$ cat src/common/adrs_pkg.sv
// Shared constants for the converter result-ready serial port
package adrs_pkg;
    localparam int WORD_W = 24;
    localparam int CMD_W = 8;
    localparam int CNT_W = 5;
    // Command byte layout
    localparam int CMD_RD_BIT = 7;
    localparam int CMD_SEL_LSB = 0;
    localparam int CMD_SEL_W = 3;
    // Register selection codes
    localparam logic [2:0] SEL_COMMS = 3'h0;
    localparam logic [2:0] SEL_DATA = 3'h1;
    localparam logic [2:0] SEL_MODE = 3'h2;
    localparam logic [2:0] SEL_FILT = 3'h3;
    localparam logic [2:0] SEL_OFFS = 3'h4;
    localparam logic [2:0] SEL_GAIN = 3'h5;
    // Mode register fields
    localparam int MODE_CAL_BIT = 0;
    localparam int MODE_BIP_BIT = 1;
    // Status register fields
    localparam int STAT_RDY_BIT = 0;
    localparam int STAT_CAL_BIT = 1;
    localparam int STAT_BIP_BIT = 2;
    // Reset values
    localparam logic [23:0] MODE_RST = 24'h000000;
    localparam logic [23:0] FILT_RST = 24'h000000;
    localparam logic [23:0] OFFS_RST = 24'h000000;
    localparam logic [23:0] GAIN_RST = 24'h000000;
    localparam logic [7:0] CMD_RST = 8'h00;
    localparam logic [23:0] SIGN_FLIP = 24'h800000;
    // Timing
    localparam int CLK_PERIOD_NS = 25;
    localparam int UPD_NS = 100;
    localparam int UPD_CYC = (UPD_NS + CLK_PERIOD_NS - 1) / CLK_PERIOD_NS;
    localparam int FIFO_DEPTH = 16;
    typedef enum logic [3:0] {
        ST_IDLE = 4'h1,
        ST_READY = 4'h2,
        ST_UPDATE = 4'h4,
        ST_CAL = 4'h8
    } adrs_state_t;
endpackage

$ cat src/rtl/adrs_fifo.sv
// Parameterised result FIFO with valid/ready on both sides
`timescale 1ns/100ps
module adrs_fifo #(
    parameter int W = 24,
    parameter int D = 16
) (
    input wire logic clock,
    input wire logic rst,
    input wire logic inValid,
    output logic inReady,
    input wire logic [W-1:0] inData,
    output logic outValid,
    input wire logic outReady,
    output logic [W-1:0] outData
);
    localparam int AW = $clog2(D);
    logic [W-1:0] mem [D];
    logic [AW-1:0] wrPtr_r;
    logic [AW-1:0] rdPtr_r;
    logic [AW:0] count_r;
    logic push;
    logic pop;

    assign inReady = (count_r != (AW+1)'(D));
    assign outValid = (count_r != '0);
    assign outData = mem[rdPtr_r];
    assign push = inValid && inReady;
    assign pop = outValid && outReady;

    always_ff @(posedge clock) begin
        if (push) begin
            mem[wrPtr_r] <= inData;
        end
    end

    always_ff @(posedge clock or posedge rst) begin
        if (rst) begin
            wrPtr_r <= '0;
            rdPtr_r <= '0;
            count_r <= '0;
        end else begin
            if (push) begin
                wrPtr_r <= (wrPtr_r == AW'(D-1)) ? '0 : wrPtr_r + 1'b1;
            end
            if (pop) begin
                rdPtr_r <= (rdPtr_r == AW'(D-1)) ? '0 : rdPtr_r + 1'b1;
            end
            count_r <= count_r + (AW+1)'(push) - (AW+1)'(pop);
        end
    end

    a_fifo_count: assert property (@(posedge clock) disable iff (rst)
        count_r <= (AW+1)'(D))
        else $error("fifo count beyond depth");
endmodule

$ cat src/rtl/adrs_serial_port.sv
// Result-ready status and serial register port of the converter
`timescale 1ns/100ps
module adrs_serial_port #(
    parameter int DEPTH = adrs_pkg::FIFO_DEPTH
) (
    input wire logic clock,
    input wire logic rst,
    input wire logic sclkPin,
    input wire logic csNPin,
    input wire logic dinPin,
    output logic doutPin,
    output logic rdyN,
    input wire logic resValid,
    output logic resReady,
    input wire logic [23:0] resData,
    output logic calStart,
    input wire logic calDone,
    input wire logic [23:0] calOffsIn,
    input wire logic [23:0] calGainIn
);
    localparam int W = adrs_pkg::WORD_W;
    logic [2:0] sclkSy_r;
    logic [1:0] csSy_r;
    logic [1:0] dinSy_r;
    logic sclkRise;
    logic sclkFall;
    logic csHigh;
    logic dinBit;
    logic phaseData_r;
    logic [adrs_pkg::CNT_W-1:0] bitCnt_r;
    logic [7:0] cmd_r;
    logic [W-1:0] inShift_r;
    logic [W-1:0] outShift_r;
    logic [7:0] cmdWord;
    logic [W-1:0] wrWord;
    logic [2:0] sel;
    logic rdCmd;
    logic cmdDone;
    logic wordDone;
    logic wrDone;
    logic readDone;
    logic reading;
    logic [W-1:0] modeReg_r;
    logic [W-1:0] filtReg_r;
    logic [W-1:0] offsReg_r;
    logic [W-1:0] gainReg_r;
    logic [W-1:0] dataReg_r;
    logic [W-1:0] status;
    logic [W-1:0] rdMux;
    logic calMode;
    logic bipolar;
    logic calKick;
    logic fifoValid;
    logic fifoPop;
    logic [W-1:0] fifoData;
    logic resLoad;
    logic [2:0] updCnt_r;
    adrs_pkg::adrs_state_t state_r;
    adrs_pkg::adrs_state_t state_nxt;

    // Pin synchronisers
    always_ff @(posedge clock or posedge rst) begin
        if (rst) begin
            sclkSy_r <= 3'h7;
            csSy_r <= 2'h3;
            dinSy_r <= 2'h0;
        end else begin
            sclkSy_r <= {sclkSy_r[1:0], sclkPin};
            csSy_r <= {csSy_r[0], csNPin};
            dinSy_r <= {dinSy_r[0], dinPin};
        end
    end

    assign sclkRise = sclkSy_r[1] && !sclkSy_r[2];
    assign sclkFall = !sclkSy_r[1] && sclkSy_r[2];
    assign csHigh = csSy_r[1];
    assign dinBit = dinSy_r[1];

    assign cmdWord = {inShift_r[6:0], dinBit};
    assign wrWord = {inShift_r[W-2:0], dinBit};
    assign sel = cmd_r[adrs_pkg::CMD_SEL_LSB +: adrs_pkg::CMD_SEL_W];
    assign rdCmd = cmd_r[adrs_pkg::CMD_RD_BIT];
    assign cmdDone = sclkRise && !csHigh && !phaseData_r && (bitCnt_r == 5'h07);
    assign wordDone = sclkRise && !csHigh && phaseData_r && (bitCnt_r == 5'(W-1));
    assign wrDone = wordDone && !rdCmd;
    assign readDone = wordDone && rdCmd && (sel == adrs_pkg::SEL_DATA);
    assign reading = phaseData_r && rdCmd && (sel == adrs_pkg::SEL_DATA);

    assign calMode = modeReg_r[adrs_pkg::MODE_CAL_BIT];
    assign bipolar = modeReg_r[adrs_pkg::MODE_BIP_BIT];
    assign calKick = wrDone && (sel == adrs_pkg::SEL_MODE)
        && wrWord[adrs_pkg::MODE_CAL_BIT] && (state_r != adrs_pkg::ST_CAL);

    always_comb begin
        status = '0;
        status[adrs_pkg::STAT_RDY_BIT] = rdyN;
        status[adrs_pkg::STAT_CAL_BIT] = calMode;
        status[adrs_pkg::STAT_BIP_BIT] = bipolar;
    end

    // Output shifter source chosen by select field
    always_comb begin
        case (cmdWord[adrs_pkg::CMD_SEL_LSB +: adrs_pkg::CMD_SEL_W])
            adrs_pkg::SEL_DATA: rdMux = dataReg_r;
            adrs_pkg::SEL_MODE: rdMux = modeReg_r;
            adrs_pkg::SEL_FILT: rdMux = filtReg_r;
            adrs_pkg::SEL_OFFS: rdMux = offsReg_r;
            adrs_pkg::SEL_GAIN: rdMux = gainReg_r;
            default: rdMux = status;
        endcase
    end

    // Frame control; select high resets the frame, tied low runs three-wire
    always_ff @(posedge clock or posedge rst) begin
        if (rst) begin
            phaseData_r <= 1'b0;
            bitCnt_r <= '0;
            cmd_r <= adrs_pkg::CMD_RST;
            inShift_r <= '0;
        end else if (csHigh) begin
            phaseData_r <= 1'b0;
            bitCnt_r <= '0;
        end else if (sclkRise) begin
            inShift_r <= wrWord;
            if (cmdDone) begin
                cmd_r <= cmdWord;
                bitCnt_r <= '0;
                phaseData_r <= cmdWord[adrs_pkg::CMD_RD_BIT] ||
                    (cmdWord[adrs_pkg::CMD_SEL_LSB +: adrs_pkg::CMD_SEL_W]
                     != adrs_pkg::SEL_COMMS);
            end else if (wordDone) begin
                bitCnt_r <= '0;
                phaseData_r <= 1'b0;
            end else begin
                bitCnt_r <= bitCnt_r + 5'h01;
            end
        end
    end

    // Output shifter, MSB first, advances on falling clock
    always_ff @(posedge clock or posedge rst) begin
        if (rst) begin
            outShift_r <= '0;
        end else if (cmdDone && cmdWord[adrs_pkg::CMD_RD_BIT]) begin
            outShift_r <= rdMux;
        end else if (sclkFall && phaseData_r && rdCmd && !csHigh) begin
            outShift_r <= {outShift_r[W-2:0], 1'b0};
        end
    end

    assign doutPin = outShift_r[W-1];

    // Writable registers
    always_ff @(posedge clock or posedge rst) begin
        if (rst) begin
            modeReg_r <= adrs_pkg::MODE_RST;
            filtReg_r <= adrs_pkg::FILT_RST;
            offsReg_r <= adrs_pkg::OFFS_RST;
            gainReg_r <= adrs_pkg::GAIN_RST;
        end else begin
            if (wrDone && sel == adrs_pkg::SEL_MODE) begin
                modeReg_r <= wrWord;
            end else if (calDone && state_r == adrs_pkg::ST_CAL) begin
                modeReg_r[adrs_pkg::MODE_CAL_BIT] <= 1'b0;
            end
            if (wrDone && sel == adrs_pkg::SEL_FILT) begin
                filtReg_r <= wrWord;
            end
            if (wrDone && sel == adrs_pkg::SEL_OFFS) begin
                offsReg_r <= wrWord;
            end else if (calDone && state_r == adrs_pkg::ST_CAL) begin
                offsReg_r <= calOffsIn;
            end
            if (wrDone && sel == adrs_pkg::SEL_GAIN) begin
                gainReg_r <= wrWord;
            end else if (calDone && state_r == adrs_pkg::ST_CAL) begin
                gainReg_r <= calGainIn;
            end
        end
    end

    adrs_fifo #(
        .W(W),
        .D(DEPTH)
    ) u_fifo (
        .clock(clock),
        .rst(rst),
        .inValid(resValid),
        .inReady(resReady),
        .inData(resData),
        .outValid(fifoValid),
        .outReady(fifoPop),
        .outData(fifoData)
    );

    // Ready state machine
    always_comb begin
        state_nxt = state_r;
        case (state_r)
            adrs_pkg::ST_IDLE: begin
                if (calKick) begin
                    state_nxt = adrs_pkg::ST_CAL;
                end else if (fifoValid && !calMode && !reading) begin
                    state_nxt = adrs_pkg::ST_UPDATE;
                end
            end
            adrs_pkg::ST_READY: begin
                if (calKick) begin
                    state_nxt = adrs_pkg::ST_CAL;
                end else if (readDone) begin
                    state_nxt = adrs_pkg::ST_IDLE;
                end else if (fifoValid && !calMode && !reading) begin
                    state_nxt = adrs_pkg::ST_UPDATE;
                end
            end
            adrs_pkg::ST_UPDATE: begin
                if (calKick) begin
                    state_nxt = adrs_pkg::ST_CAL;
                end else if (updCnt_r == 3'h0) begin
                    state_nxt = adrs_pkg::ST_READY;
                end
            end
            adrs_pkg::ST_CAL: begin
                if (calDone) begin
                    state_nxt = adrs_pkg::ST_READY;
                end
            end
            default: state_nxt = adrs_pkg::ST_IDLE;
        endcase
    end

    always_ff @(posedge clock or posedge rst) begin
        if (rst) begin
            state_r <= adrs_pkg::ST_IDLE;
        end else begin
            state_r <= state_nxt;
        end
    end

    always_ff @(posedge clock or posedge rst) begin
        if (rst) begin
            updCnt_r <= '0;
        end else if (state_nxt == adrs_pkg::ST_UPDATE && state_r != adrs_pkg::ST_UPDATE) begin
            updCnt_r <= 3'(adrs_pkg::UPD_CYC - 1);
        end else if (updCnt_r != 3'h0) begin
            updCnt_r <= updCnt_r - 3'h1;
        end
    end

    assign resLoad = (state_r == adrs_pkg::ST_UPDATE) && (updCnt_r == 3'h0) && !calKick;
    assign fifoPop = resLoad;

    // Result register; bipolar flips sign bit to offset binary
    always_ff @(posedge clock or posedge rst) begin
        if (rst) begin
            dataReg_r <= '0;
        end else if (resLoad) begin
            dataReg_r <= bipolar ? (fifoData ^ adrs_pkg::SIGN_FLIP) : fifoData;
        end
    end

    always_ff @(posedge clock or posedge rst) begin
        if (rst) begin
            calStart <= 1'b0;
        end else begin
            calStart <= calKick;
        end
    end

    assign rdyN = (state_r != adrs_pkg::ST_READY);

    a_load_drops_ready: assert property (@(posedge clock) disable iff (rst)
        resLoad |=> !rdyN)
        else $error("ready not low after result load");
    a_read_raises_ready: assert property (@(posedge clock) disable iff (rst)
        (readDone && !calKick) |=> rdyN)
        else $error("ready not high after result read");
    a_update_window: assert property (@(posedge clock) disable iff (rst)
        (state_r == adrs_pkg::ST_READY && state_nxt == adrs_pkg::ST_UPDATE)
        |=> (rdyN && !calKick)[*4] ##1 !rdyN)
        else $error("update window length wrong");
    a_cal_ready_high: assert property (@(posedge clock) disable iff (rst)
        calKick |=> rdyN && calStart && state_r == adrs_pkg::ST_CAL)
        else $error("ready not high at calibration start");
    a_cal_done_low: assert property (@(posedge clock) disable iff (rst)
        (state_r == adrs_pkg::ST_CAL && calDone) |=> !rdyN && !calMode)
        else $error("ready not low at calibration end");
    a_out_load_sel: assert property (@(posedge clock) disable iff (rst)
        (cmdDone && cmdWord == 8'h81) |=> outShift_r == $past(dataReg_r))
        else $error("output shifter not loaded from result");
    a_mode_write: assert property (@(posedge clock) disable iff (rst)
        (wrDone && sel == adrs_pkg::SEL_MODE) |=> modeReg_r == $past(wrWord))
        else $error("mode register write lost");
    a_offset_binary: assert property (@(posedge clock) disable iff (rst)
        (resLoad && bipolar) |=> dataReg_r == ($past(fifoData) ^ 24'h800000))
        else $error("bipolar result not offset binary");
    a_select_resets: assert property (@(posedge clock) disable iff (rst)
        csHigh |=> bitCnt_r == '0 && !phaseData_r)
        else $error("frame not reset by select");
    a_msb_first: assert property (@(posedge clock) disable iff (rst)
        (sclkFall && phaseData_r && rdCmd && !csHigh && !cmdDone)
        |=> outShift_r == {$past(outShift_r[W-2:0]), 1'b0})
        else $error("output not shifted msb first");
endmodule

$ cat config.mk
export PLATFORM = sky130hd
export DESIGN_NAME = adrs_serial_port
export DESIGN_NICKNAME = d
export VERILOG_FILES = /design/src/common/adrs_pkg.sv /design/src/rtl/adrs_fifo.sv /design/src/rtl/adrs_serial_port.sv
export SDC_FILE = /design/constraint.sdc
export NUM_CORES = 1
export LEC_CHECK = 0
export BUFFER_PORTS_ARGS = -buffer_cell sky130_fd_sc_hd__buf_2
export CAP_MARGIN = 0
export CORE_MARGIN = 2
export CORE_UTILIZATION = 35
export DETAILED_ROUTE_END_ITERATION = 7
export HOLD_SLACK_MARGIN = 0.06
export PLACE_DENSITY_LB_ADDON = 0.08
export SETUP_SLACK_MARGIN = 0.15
export SLEW_MARGIN = 25
export SYNTH_ARGS = -nofsm -noshare
export SYNTH_HDL_FRONTEND = slang
export SYNTH_SLANG_ARGS = --single-unit
$ cat constraint.sdc
create_clock -name clock -period 7.6 [get_ports clock]
set_input_delay 1.52 -clock clock [delete_from_list [all_inputs] [get_ports clock]]
set_output_delay 1.52 -clock clock [all_outputs]
set_load 0.1 [all_outputs]
==> results of run 1 <==
-- state kept, by name, indices dropped and copies added (netlist names), 2 cells and up --
register and cells:
bitCnt_r 5, cmd_r 4, csSy_r 2, dataReg_r 24, dinSy_r 2, filtReg_r 24
gainReg_r 24, inShift_r 23, modeReg_r 24, offsReg_r 24, outShift_r 24, sclkSy_r 3
state_r 4, u_fifo.count_r 5, u_fifo.mem 384, u_fifo.rdPtr_r 4, u_fifo.wrPtr_r 4, updCnt_r 3
-- critical path: cells and delay by family (launching register included) --
kind,cells,cell delay [ps]
adder cells (fa/ha/maj),3,930
AO/OA/AOI/OAI,1,60
XOR/XNOR,1,110
AND/OR/NAND/NOR,6,1750
flip-flops,1,590
buffers and inverters,3,190
-- power by group --
group	leakage, nW	internal, mW	total, mW	switching [mW]
logic	3.34	0.203	0.617	0.414
registers	6.02	3.66	3.76	0.102
clock network	1.08	1.91	3.21	1.30
total	10.4	5.77	7.58	1.81
-- kinds of logic (layout without fill, tap and decap cells) --
family,Yosys count,after routing
flops,589,589
mux,286,286
fa+ha+maj,15,15
simple gates,300,300
compound gates,229,229
buf+inv,125,266
xor+xnor,13,13
-- metal layers --
metal	vias to the layer above	track usage [%]	share of wire [%]
met5	-	0	0.060
met4	6	4.39	2.1
met3	82	3.29	4.0
met2	221	27.6	48
met1	6901	23.0	46
li1	6118	-	-
-- synth_stat cells (6+ instances only) --
| library cell | instances | area, sq um |
|---|---|---|
| nor2b_1 | 10 | 62.6 |
| nor3_1 | 7 | 35.0 |
| a22oi_1 | 45 | 338 |
| nand3_1 | 6 | 30.0 |
| mux2i_1 | 94 | 941 |
| clkbuf_1 | 60 | 225 |
| o22ai_1 | 24 | 150 |
| a21oi_1 | 77 | 385 |
| nor2_1 | 92 | 345 |
| edfxtp_1 | 384 | 11500 |
| mux2_2 | 97 | 1090 |
| buf_1 | 9 | 33.8 |
| nand2_1 | 139 | 522 |
| nor4_1 | 7 | 43.8 |
| inv_1 | 28 | 105 |
| buf_2 | 23 | 115 |
| dfstp_2 | 6 | 158 |
| mux4_2 | 95 | 2140 |
| dfrtp_1 | 199 | 4980 |
| o21ai_0 | 56 | 280 |
| nand2b_1 | 7 | 43.8 |
| xnor2_1 | 8 | 70.1 |
| ha_1 | 14 | 175 |
-- metrics by stage --
step | area [sq um] | power, mW | std cells | hold WS, ps | setup slack (ps)
finish | 28200 | 7.58 | 2629 | 358 | 3850
global route | 28200 | 7.90 | 2629 | 366 | 3490
CTS | 28100 | 7.71 | 2629 | 359 | 3800
detailed placement | 26000 | 4.46 | 2506 | 354 | 3810
global placement | 25900 | 4.45 | 2505 | 351 | 3830
floorplan | 24400 | 4.16 | 1557 | 331 | 494
-- final timing paths --
path | startpoint | end | cells after the start
worst max-delay path | dinSy_r[1] | u_fifo.count_r[4] | 14
worst min register to register | csSy_r[0] | csSy_r[1] | 0
worst max register to register | dinSy_r[1] | u_fifo.count_r[4] | 14
min in group asynchronous | rst | gainReg_r[3] | 2
worst min-delay path | csSy_r[0] | csSy_r[1] | 0
max in group asynchronous | rst | u_fifo.rdPtr_r[0] | 3
-- layout make-up --
cell class              instances  area (sq um)  area share (%)
well taps                     931          1160            4.14
inverters                      30           125           0.444
flip-flops and latches        589         16700            59.2
multi-input cells             843          7330            26.0
clock inverters                35           319            1.13
repair buffers                113           679            2.41
clock buffers                  88          1870            6.63
==> results.cfg, run 1 <==
[status]
outcome = finished clean

[drt]
detailedRoute.firstPassIterationCount = 4
post_drt_via_cell_ratio = 5.07
wl_per_cell_um = 22.3
drt_wl_total_um = 58700
route.antenna.remaining_nets = 0
total_via_count_in_the_routed_design = 13300
initialDrtViolationCount = 815
drc_errors = 0

[floorplan]
fp.coreArea_sq_mm = 0.0688
start_util_pct = 35.4
overall_die_width_um = 268
floorplan.rows = 96
die_area_sq_mm = 0.0718
boundaryPins = 83
die_h_um = 268

[yosys]
synth_register_bits = 589
post_synth_instance_area_sq_mm = 0.0244
synth_flop_cell = edfxtp_1
async_reset_ff_share_pct = 34.8
post_synth_num_cell_types = 62
edff_count_synth = 384
synth.yosys.seq_area_share_pct = 68.4
synthesis.instances = 1557
yosys.area_share.adder_pct = 0.800
portion_of_netlist_area_occupied_by_mux_cells_pct = 17.1
synth-compound-area-share_pct = 5.64
number_of_nets_produced_by_synthesis = 1651
yosys.area_share.xor_xnor_pct = 0.467
ys.warnings.count = 0
synth_top_family_by_area = multiplexers
yosys.area_share.simple_pct = 5.54
postSynthAreaPerCell_sq_um = 15.7

[placed_design]
weighted_congestion_at_the_end_of_routability_driven_global_placement = 0.730
hpwlAfterDp_um = 33600
io_buffer_count = 82

[clock_network]
post-cts-setup-buffers = 0
ctsResizeCount = 0
clock_latency_ps = 590
clockBufferDepth = 3
postCtsHoldBufs = 0
path_clk_slew_ps = 60
clkSinkCount = 589
tritoncts.num_buffers = 68
htree_levels = 3
root_buffer = clkbuf_16
cts_tree = done

[setup_path]
critical_path_class = flop to flop
critPathMaxFanout = 51
r2r_setup_slack_ps = 3850
critPathLaunchType = flop
timing.critical_path.slowest_cell_delay_ps = 720
worst_path_max_delay_cell = nand2_2
critPathCaptureType = flop
path_cells = nor4bb_1 -> nand4_1 -> nand2_2 -> nor2_1 -> ha_1 -> inv_1 -> ha_1 -> inv_1 -> fa_1 -> inv_1 -> a21oi_1 -> nor2_1 -> nor2_1 -> xnor2_1
worstPathRequired_ps = 8070
worstPathArrival_ps = 4220

[sta]
finalCritPeriodShare_pct = 49.3
finalHoldViolations = 0
skew_ps = 13.8
timing_worst_slew_pin_value_ps = 975
finalMaxSlewViolations = 0
fmaxAchievable_ghz = 0.267
worst_case_headroom_to_the_max_slew_limit_pct = 34.9
fin_crit_ps = 3750
finalSetupTns_ps = 0
setup_repair_after_global_routing_missed_its_margin = no
final-setup-viol-count = 0

[cells_and_area]
area_growth_pct = 15.5
design.final.nets = 1739
n_antenna_cell = 0
layout-drive-gt1-share_pct = 26.1
most-common-layout-cells = edfxtp_1, dfrtp_1, nand2_1
utilization_pct = 40.9
mostFrequentLayoutCell = edfxtp_1
n_fill_cell = 6347

[global_routing]
antenna_found_initial = 4
vias_in_the_first_global_route = 14000
grt_max_degree = 136
track_usage_pct = 16.8
grt_first_pass_wirelength_um = 89800
global_route.overflow_total = 0

[pwr]
p_leak_nw = 10.4
irDropWorstVdd_v = 0.000163
power.density_mw_per_mm2 = 269

[job]
maxCapViolCount = 0

[min_path]
worst_min_delay_path_class = flop to flop
Power figures use the tool's default switching activity.
==> run 2, diff against run 1 <==
Clock period 7.6 ns to 3.8 ns, I/O delays scaled along.
==> run 2 against run 1 <==
Compared with the run above: die area unchanged; register-to-register slack lost 3000 ps; via count is 1.6% higher; critical path depth decreased by 10; worst hold slack got worse by 87 ps; clock-buffer cell count up 10; clock power grew 95%; critical endpoint is now rdyN; largest cell class unchanged; highest routed layer unchanged.
==> results.cfg, run 2 (same netlist as run 1, synthesis figures left out) <==
[status]
outcome = finished clean

[floorplan]
boundaryPins = 83
overall_die_width_um = 268
die_area_sq_mm = 0.0718
start_util_pct = 35.4
fp.coreArea_sq_mm = 0.0688
floorplan.rows = 96
die_h_um = 268

[drt]
total_via_count_in_the_routed_design = 13500
drt_wl_total_um = 60600
wl_per_cell_um = 22.8
route.antenna.remaining_nets = 0
post_drt_via_cell_ratio = 5.11
detailedRoute.firstPassIterationCount = 7
drc_errors = 0
initialDrtViolationCount = 746

[cells_and_area]
instances_no_fill = 2652
most-common-layout-cells = edfxtp_1, dfrtp_1, nand2_1
largest_register_ffs = 384
biggest_register = u_fifo.mem
area_growth_pct = 16.2
n_fill_cell = 6322
design.final.nets = 1762
final_design_area_no_fill_sq_mm = 0.0283
layout-drive-gt1-share_pct = 26.1
mostFrequentLayoutCell = edfxtp_1
n_antenna_cell = 0

[sta]
fin_crit_ps = 3000
worst_case_headroom_to_the_max_slew_limit_pct = 35.6
finalCritPeriodShare_pct = 78.9
finalMaxSlewViolations = 0
fmaxAchievable_ghz = 0.333
setup_repair_after_global_routing_missed_its_margin = no
final-setup-viol-count = 0
skew_ps = 17.4
finalHoldViolations = 0
timing_worst_slew_pin_value_ps = 966

[clock_network]
path_clk_slew_ps = 60
clockBufferDepth = 3
ctsResizeCount = 0
post-cts-setup-buffers = 0
cts_tree = done
tritoncts.num_buffers = 69
htree_levels = 3
clkSinkCount = 589
postCtsHoldBufs = 0
clock_latency_ps = 600
root_buffer = clkbuf_16

[pwr]
power.density_mw_per_mm2 = 531
irDropWorstVdd_v = 0.000313
p_leak_nw = 10.5

[placed_design]
placed_cells = 2528
io_buffer_count = 82
weighted_congestion_at_the_end_of_routability_driven_global_placement = 0.754
placed_standard_cell_area_sq_mm = 0.0262
hpwlAfterDp_um = 35100

[min_path]
worst_min_delay_path_class = primary input to flop

[global_routing]
track_usage_pct = 17.4
grt_first_pass_wirelength_um = 93100
vias_in_the_first_global_route = 14400
antenna_found_initial = 3
grt_max_degree = 101
global_route.overflow_total = 0

[job]
maxCapViolCount = 0

[setup_path]
critPathMaxFanout = 7
path_cells = nand2b_1 -> nor3_1 -> inv_1 -> buf_2
critPathLaunchType = flop
critPathCaptureType = primary output
worst_path_max_delay_cell = nor3_1
worstPathRequired_ps = 3040
worstPathArrival_ps = 2240
critical_path_class = flop to primary output
timing.critical_path.slowest_cell_delay_ps = 660
==> run 2: cell types whose count changed in the layout (fill, tap and decap cells not counted), moves of 3 or more <==
cell / change
buf_4: +16
clkbuf_1: +12
buf_12: +8
clkinv_2: -6
clkbuf_8: -4
nor3_2: -4
nor3_4: +4
bufinv_16: -3
==> run 2: where the power goes <==
| part | switching [mW] | leakage [nW] | internal (mW) | total [mW] |
|---|---|---|---|---|
| clock | 2.62 | 1.03 | 3.64 | 6.25 |
| sequential | 0.196 | 6.02 | 7.31 | 7.51 |
| combinational | 0.865 | 3.47 | 0.429 | 1.29 |
==> run 2: area by class of cell <==
cell class / instances / area (sq um) / area share [%]
Sequential cell: 589 / 16700 / 58.9
Multi-Input combinational cell: 843 / 7340 / 25.9
Clock buffer: 98 / 1910 / 6.73
Tap cell: 931 / 1160 / 4.11
Timing Repair Buffer: 135 / 921 / 3.25
Clock inverter: 26 / 199 / 0.702
Inverter: 30 / 116 / 0.411
==> run 2: path summary, 6_finish.rpt <==
check	start	depth (start not counted)	slack (ps)	to
min in group asynchronous	rst	2	300	phaseData_r
worst max-delay path	state_r[0]	4	800	rdyN
max in group asynchronous	rst	3	2510	outShift_r[16]
worst max register to register	state_r[3]	14	850	u_fifo.count_r[4]
worst min-delay path	csNPin	1	270	csSy_r[0]
worst min register to register	csSy_r[0]	0	360	csSy_r[1]
==> run 2: stage by stage <==
step	power, mW	hold slack (ps)	TNS, ps	worst slack, ps	utilization [%]
after floorplan	8.33	331	-67860	-707	-
after global placement	8.94	354	0	889	38.1
after detailed placement	8.96	351	0	855	38.1
after CTS	15.3	225	0	720	41.2
after global routing	15.7	231	0	546	41.2
final	15.1	271	0	800	41.2
==> run 2: critical path, delay by kind of cell, from the launching register on <==
kind                   cells  cell delay (ps)
and+or+nand+nor            2              850
DFF                        1              400
buffers and inverters      2              400
==> run 2: routing by layer <==
| metal | wire length (um) | part of all wire (%) | vias to the layer above | GRT usage [%] |
|---|---|---|---|---|
| li1 | - | - | 6172 | - |
| met1 | 27300 | 45 | 7006 | 23.6 |
| met2 | 29500 | 49 | 254 | 29.1 |
| met3 | 2200 | 3.6 | 102 | 2.97 |
| met4 | 1460 | 2.4 | 6 | 4.86 |
| met5 | 40 | 0.066 | - | 0 |
==> run 3, diff against run 2 <==
Settings changed: ABC_AREA set to 1.
Clock period 3.8 ns to 2.64 ns, I/O delays scaled along.
==> run 3 against run 2 <==
Compared with the run above: final cell count rose by 30%; clock skew grew 3.6 ps; combinational power rose by 71%; total power is 48% higher; non-clock buffer count is 57 higher; critical path depth grew 12; global-route usage grew 1.9 points; clock-buffer cell count shrank 4; critical endpoint is now u_fifo.count_r[4]; largest power group unchanged.
==> results.cfg, run 3 <==
[clock_network]
clock_latency_ps = 610
clockBufferDepth = 3
root_buffer = clkbuf_16
clkSinkCount = 589
htree_levels = 3
path_clk_slew_ps = 60
tritoncts.num_buffers = 70
cts_tree = done

[sta]
finalMaxSlewViolations = 0
final-setup-viol-count = 0
timing_worst_slew_pin_value_ps = 1050
finalCritPeriodShare_pct = 100
fin_crit_ps = 2640
skew_ps = 21.0
fmaxAchievable_ghz = 0.379
setup_repair_after_global_routing_missed_its_margin = yes
worst_case_headroom_to_the_max_slew_limit_pct = 30.1
worst_slack_ps = 0.367
finalHoldViolations = 0

[setup_path]
critPathLaunchType = flop
critical_path_class = flop to flop
worstPathRequired_ps = 3120
critPathCaptureType = flop
critPathMaxFanout = 2
worstPathArrival_ps = 3120

[global_routing]
grt_first_pass_wirelength_um = 108000
global_route.overflow_total = 0
grt_max_degree = 81
antenna_found_initial = 2
vias_in_the_first_global_route = 17300
track_usage_pct = 19.4

[cells_and_area]
multiInputGateArea_sq_mm = 0.00744
n_fill_cell = 6723
ff_latch_area_sq_mm = 0.0167
most-common-layout-cells = nand2_1, edfxtp_1, nor2_1
biggest_register = u_fifo.mem
area_growth_pct = 19.9
layout-drive-gt1-share_pct = 15.4
design.final.nets = 2546
final_design_area_no_fill_sq_mm = 0.0297
largest_register_ffs = 384
mostFrequentLayoutCell = nand2_1

[yosys]
synth.yosys.seq_area_share_pct = 67.3
yosys.area_share.adder_pct = 0.788
synth_top_family_by_area = simple AND/OR/NAND/NOR gates
yosys.area_share.simple_pct = 16.8
synth_register_bits = 589
synthesis.instances = 2323
yosys.area_share.xor_xnor_pct = 0.389
ys.warnings.count = 0
yosysTopAreaCell = edfxtp_1
post-synth-top-area-fraction_pct = 46.6
edff_count_synth = 384
post_synth_instance_area_sq_mm = 0.0248
synth_flop_cell = edfxtp_1
synth_top_cells_by_area = edfxtp_1, dfrtp_1, nand2_1, o21ai_0, nor2_1
synth-compound-area-share_pct = 10.5
portion_of_netlist_area_occupied_by_mux_cells_pct = 0
number_of_nets_produced_by_synthesis = 2417
postSynthAreaPerCell_sq_um = 10.7
yosys.cell_count.top_type = nand2_1
async_reset_ff_share_pct = 34.8
post_synth_num_cell_types = 37
post_synth_most_frequent_cells = nand2_1, edfxtp_1, nor2_1, o21ai_0, dfrtp_1

[placed_design]
io_buffer_count = 82
weighted_congestion_at_the_end_of_routability_driven_global_placement = 0.784
pre_cts_slack_ps = -89.6
placed_standard_cell_area_sq_mm = 0.0269
hpwlAfterDp_um = 42300

[floorplan]
die_area_sq_mm = 0.0729
boundaryPins = 83
die_h_um = 270
overall_die_width_um = 270
floorplan.rows = 97
fp.coreArea_sq_mm = 0.0700
start_util_pct = 35.4

[min_path]
worst_min_delay_path_class = primary input to flop

[status]
outcome = finished clean

[drt]
detailedRoute.firstPassIterationCount = 5
drt_wl_total_um = 72600
post_drt_via_cell_ratio = 5.06
route.antenna.remaining_nets = 0
initialDrtViolationCount = 1233
drc_errors = 0
total_via_count_in_the_routed_design = 17500
wl_per_cell_um = 21.0

[pwr]
internal_power_contribution_mw = 16.6
share_clk_of_total_power_pct = 41.6
sequentialPowerShare_pct = 48.5
power.net_switching_mw = 5.65
power.switching_fraction_pct = 25.3
pwr-share-comb_pct = 9.9
report.power.total_mw = 22.3
irDropWorstVdd_v = 0.000511
p_leak_nw = 11.5
power.density_mw_per_mm2 = 751

[job]
maxCapViolCount = 0
## run 3: metrics by stage
| step | instances | hold WS [ps] | utilization, % | setup TNS [ps] |
|---|---|---|---|---|
| 6_report | 3449 | 168 | 42.4 | 0 |
| 4_1_cts | 3437 | 139 | 41.8 | -6.60 |
| 3_5_place_dp | 3294 | 352 | 38.4 | -89.6 |
| 3_3_place_gp | 3289 | 359 | 38.2 | -30.4 |
| 5_1_grt | 3449 | 158 | 42.4 | -133 |
| 2_1_floorplan | 2323 | 331 | - | -107730 |
## run 3: kinds of logic after synthesis
| group | after synthesis |
|---|---|
| AOI/OAI and AO/OA | 455 |
| and+or+nand+nor | 1006 |
| adders and majority gates | 15 |
| DFF | 589 |
| xor gates and xnor gates | 11 |
| buffers and inverters | 247 |
## run 3: area by class of cell
| cell class | instances | share of cell area, % |
|---|---|---|
| Antenna cell | 1 | 0.00843 |
| Clock buffer | 94 | 6.44 |
| Clock inverter | 34 | 1.02 |
| Inverter | 110 | 1.44 |
| Multi-Input combinational cell | 1489 | 25.1 |
| Sequential cell | 589 | 56.2 |
| Tap cell | 940 | 3.96 |
| Timing Repair Buffer | 192 | 5.88 |
## run 3: power groups by stage
| stage | registers [mW] | clock network [mW] | logic (mW) |
|---|---|---|---|
| 5_1_grt | 10.8 | 9.87 | 2.44 |
| 2_1_floorplan | 10.9 | 0 | 1.20 |
| 6_report | 10.8 | 9.28 | 2.20 |
| 4_1_cts | 10.8 | 9.54 | 2.15 |
| 3_3_place_gp | 11.0 | 0 | 2.01 |
| 3_5_place_dp | 11.0 | 0 | 2.11 |
## run 3: worst paths after layout
| kind | cells after the start | slack [ps] | end | startpoint |
|---|---|---|---|---|
| max | 16 | 0.4 | u_fifo.count_r[4] | sclkSy_r[1] |
| min | 3 | 170 | offsReg_r[11] | calOffsIn[11] |
| max in group asynchronous | 4 | 1260 | u_fifo.wrPtr_r[3] | rst |
| max reg2reg | 16 | 0.4 | u_fifo.count_r[4] | sclkSy_r[1] |
| min reg2reg | 0 | 360 | sclkSy_r[1] | sclkSy_r[0] |
| min in group asynchronous | 3 | 610 | updCnt_r[2] | rst |
## run 3: metal layers
metal  wire [um]  share of wire, %  GRT usage [%]  vias to the layer above
met5          16             0.022              0                        -
li1            -                 -              -                     8360
met1       32100                44           25.5                     8605
met3        3140               4.3           3.33                      100
met4        1580               2.2           5.32                        2
met2       35700                49           32.9                      394
## run 3: timing repair
| action | CTS | global route |
|---|---|---|
| hold endpoints to repair | 10 | 0 |
| pin swaps | 7 | 9 |
| cloned | 0 | 9 |
| endpoints found under the setup margin | 3 | 75 |
| hold buffers | 4 | 0 |
| buffers inserted | 11 | 1 |
| resized for setup | 11 | 92 |
## run 3: worst max-delay path, cell delays in order, from the launching register on
cell	delay, ps
dfstp_2	550
nand3_4	90
nor2_4	120
nand4_1	150
nor2_2	200
nor2_2	50
buf_6	130
nand2_4	80
inv_4	40
ha_4	210
inv_4	50
ha_4	120
inv_2	30
fa_2	340
o21ai_2	140
a21oi_2	70
xor2_1	140
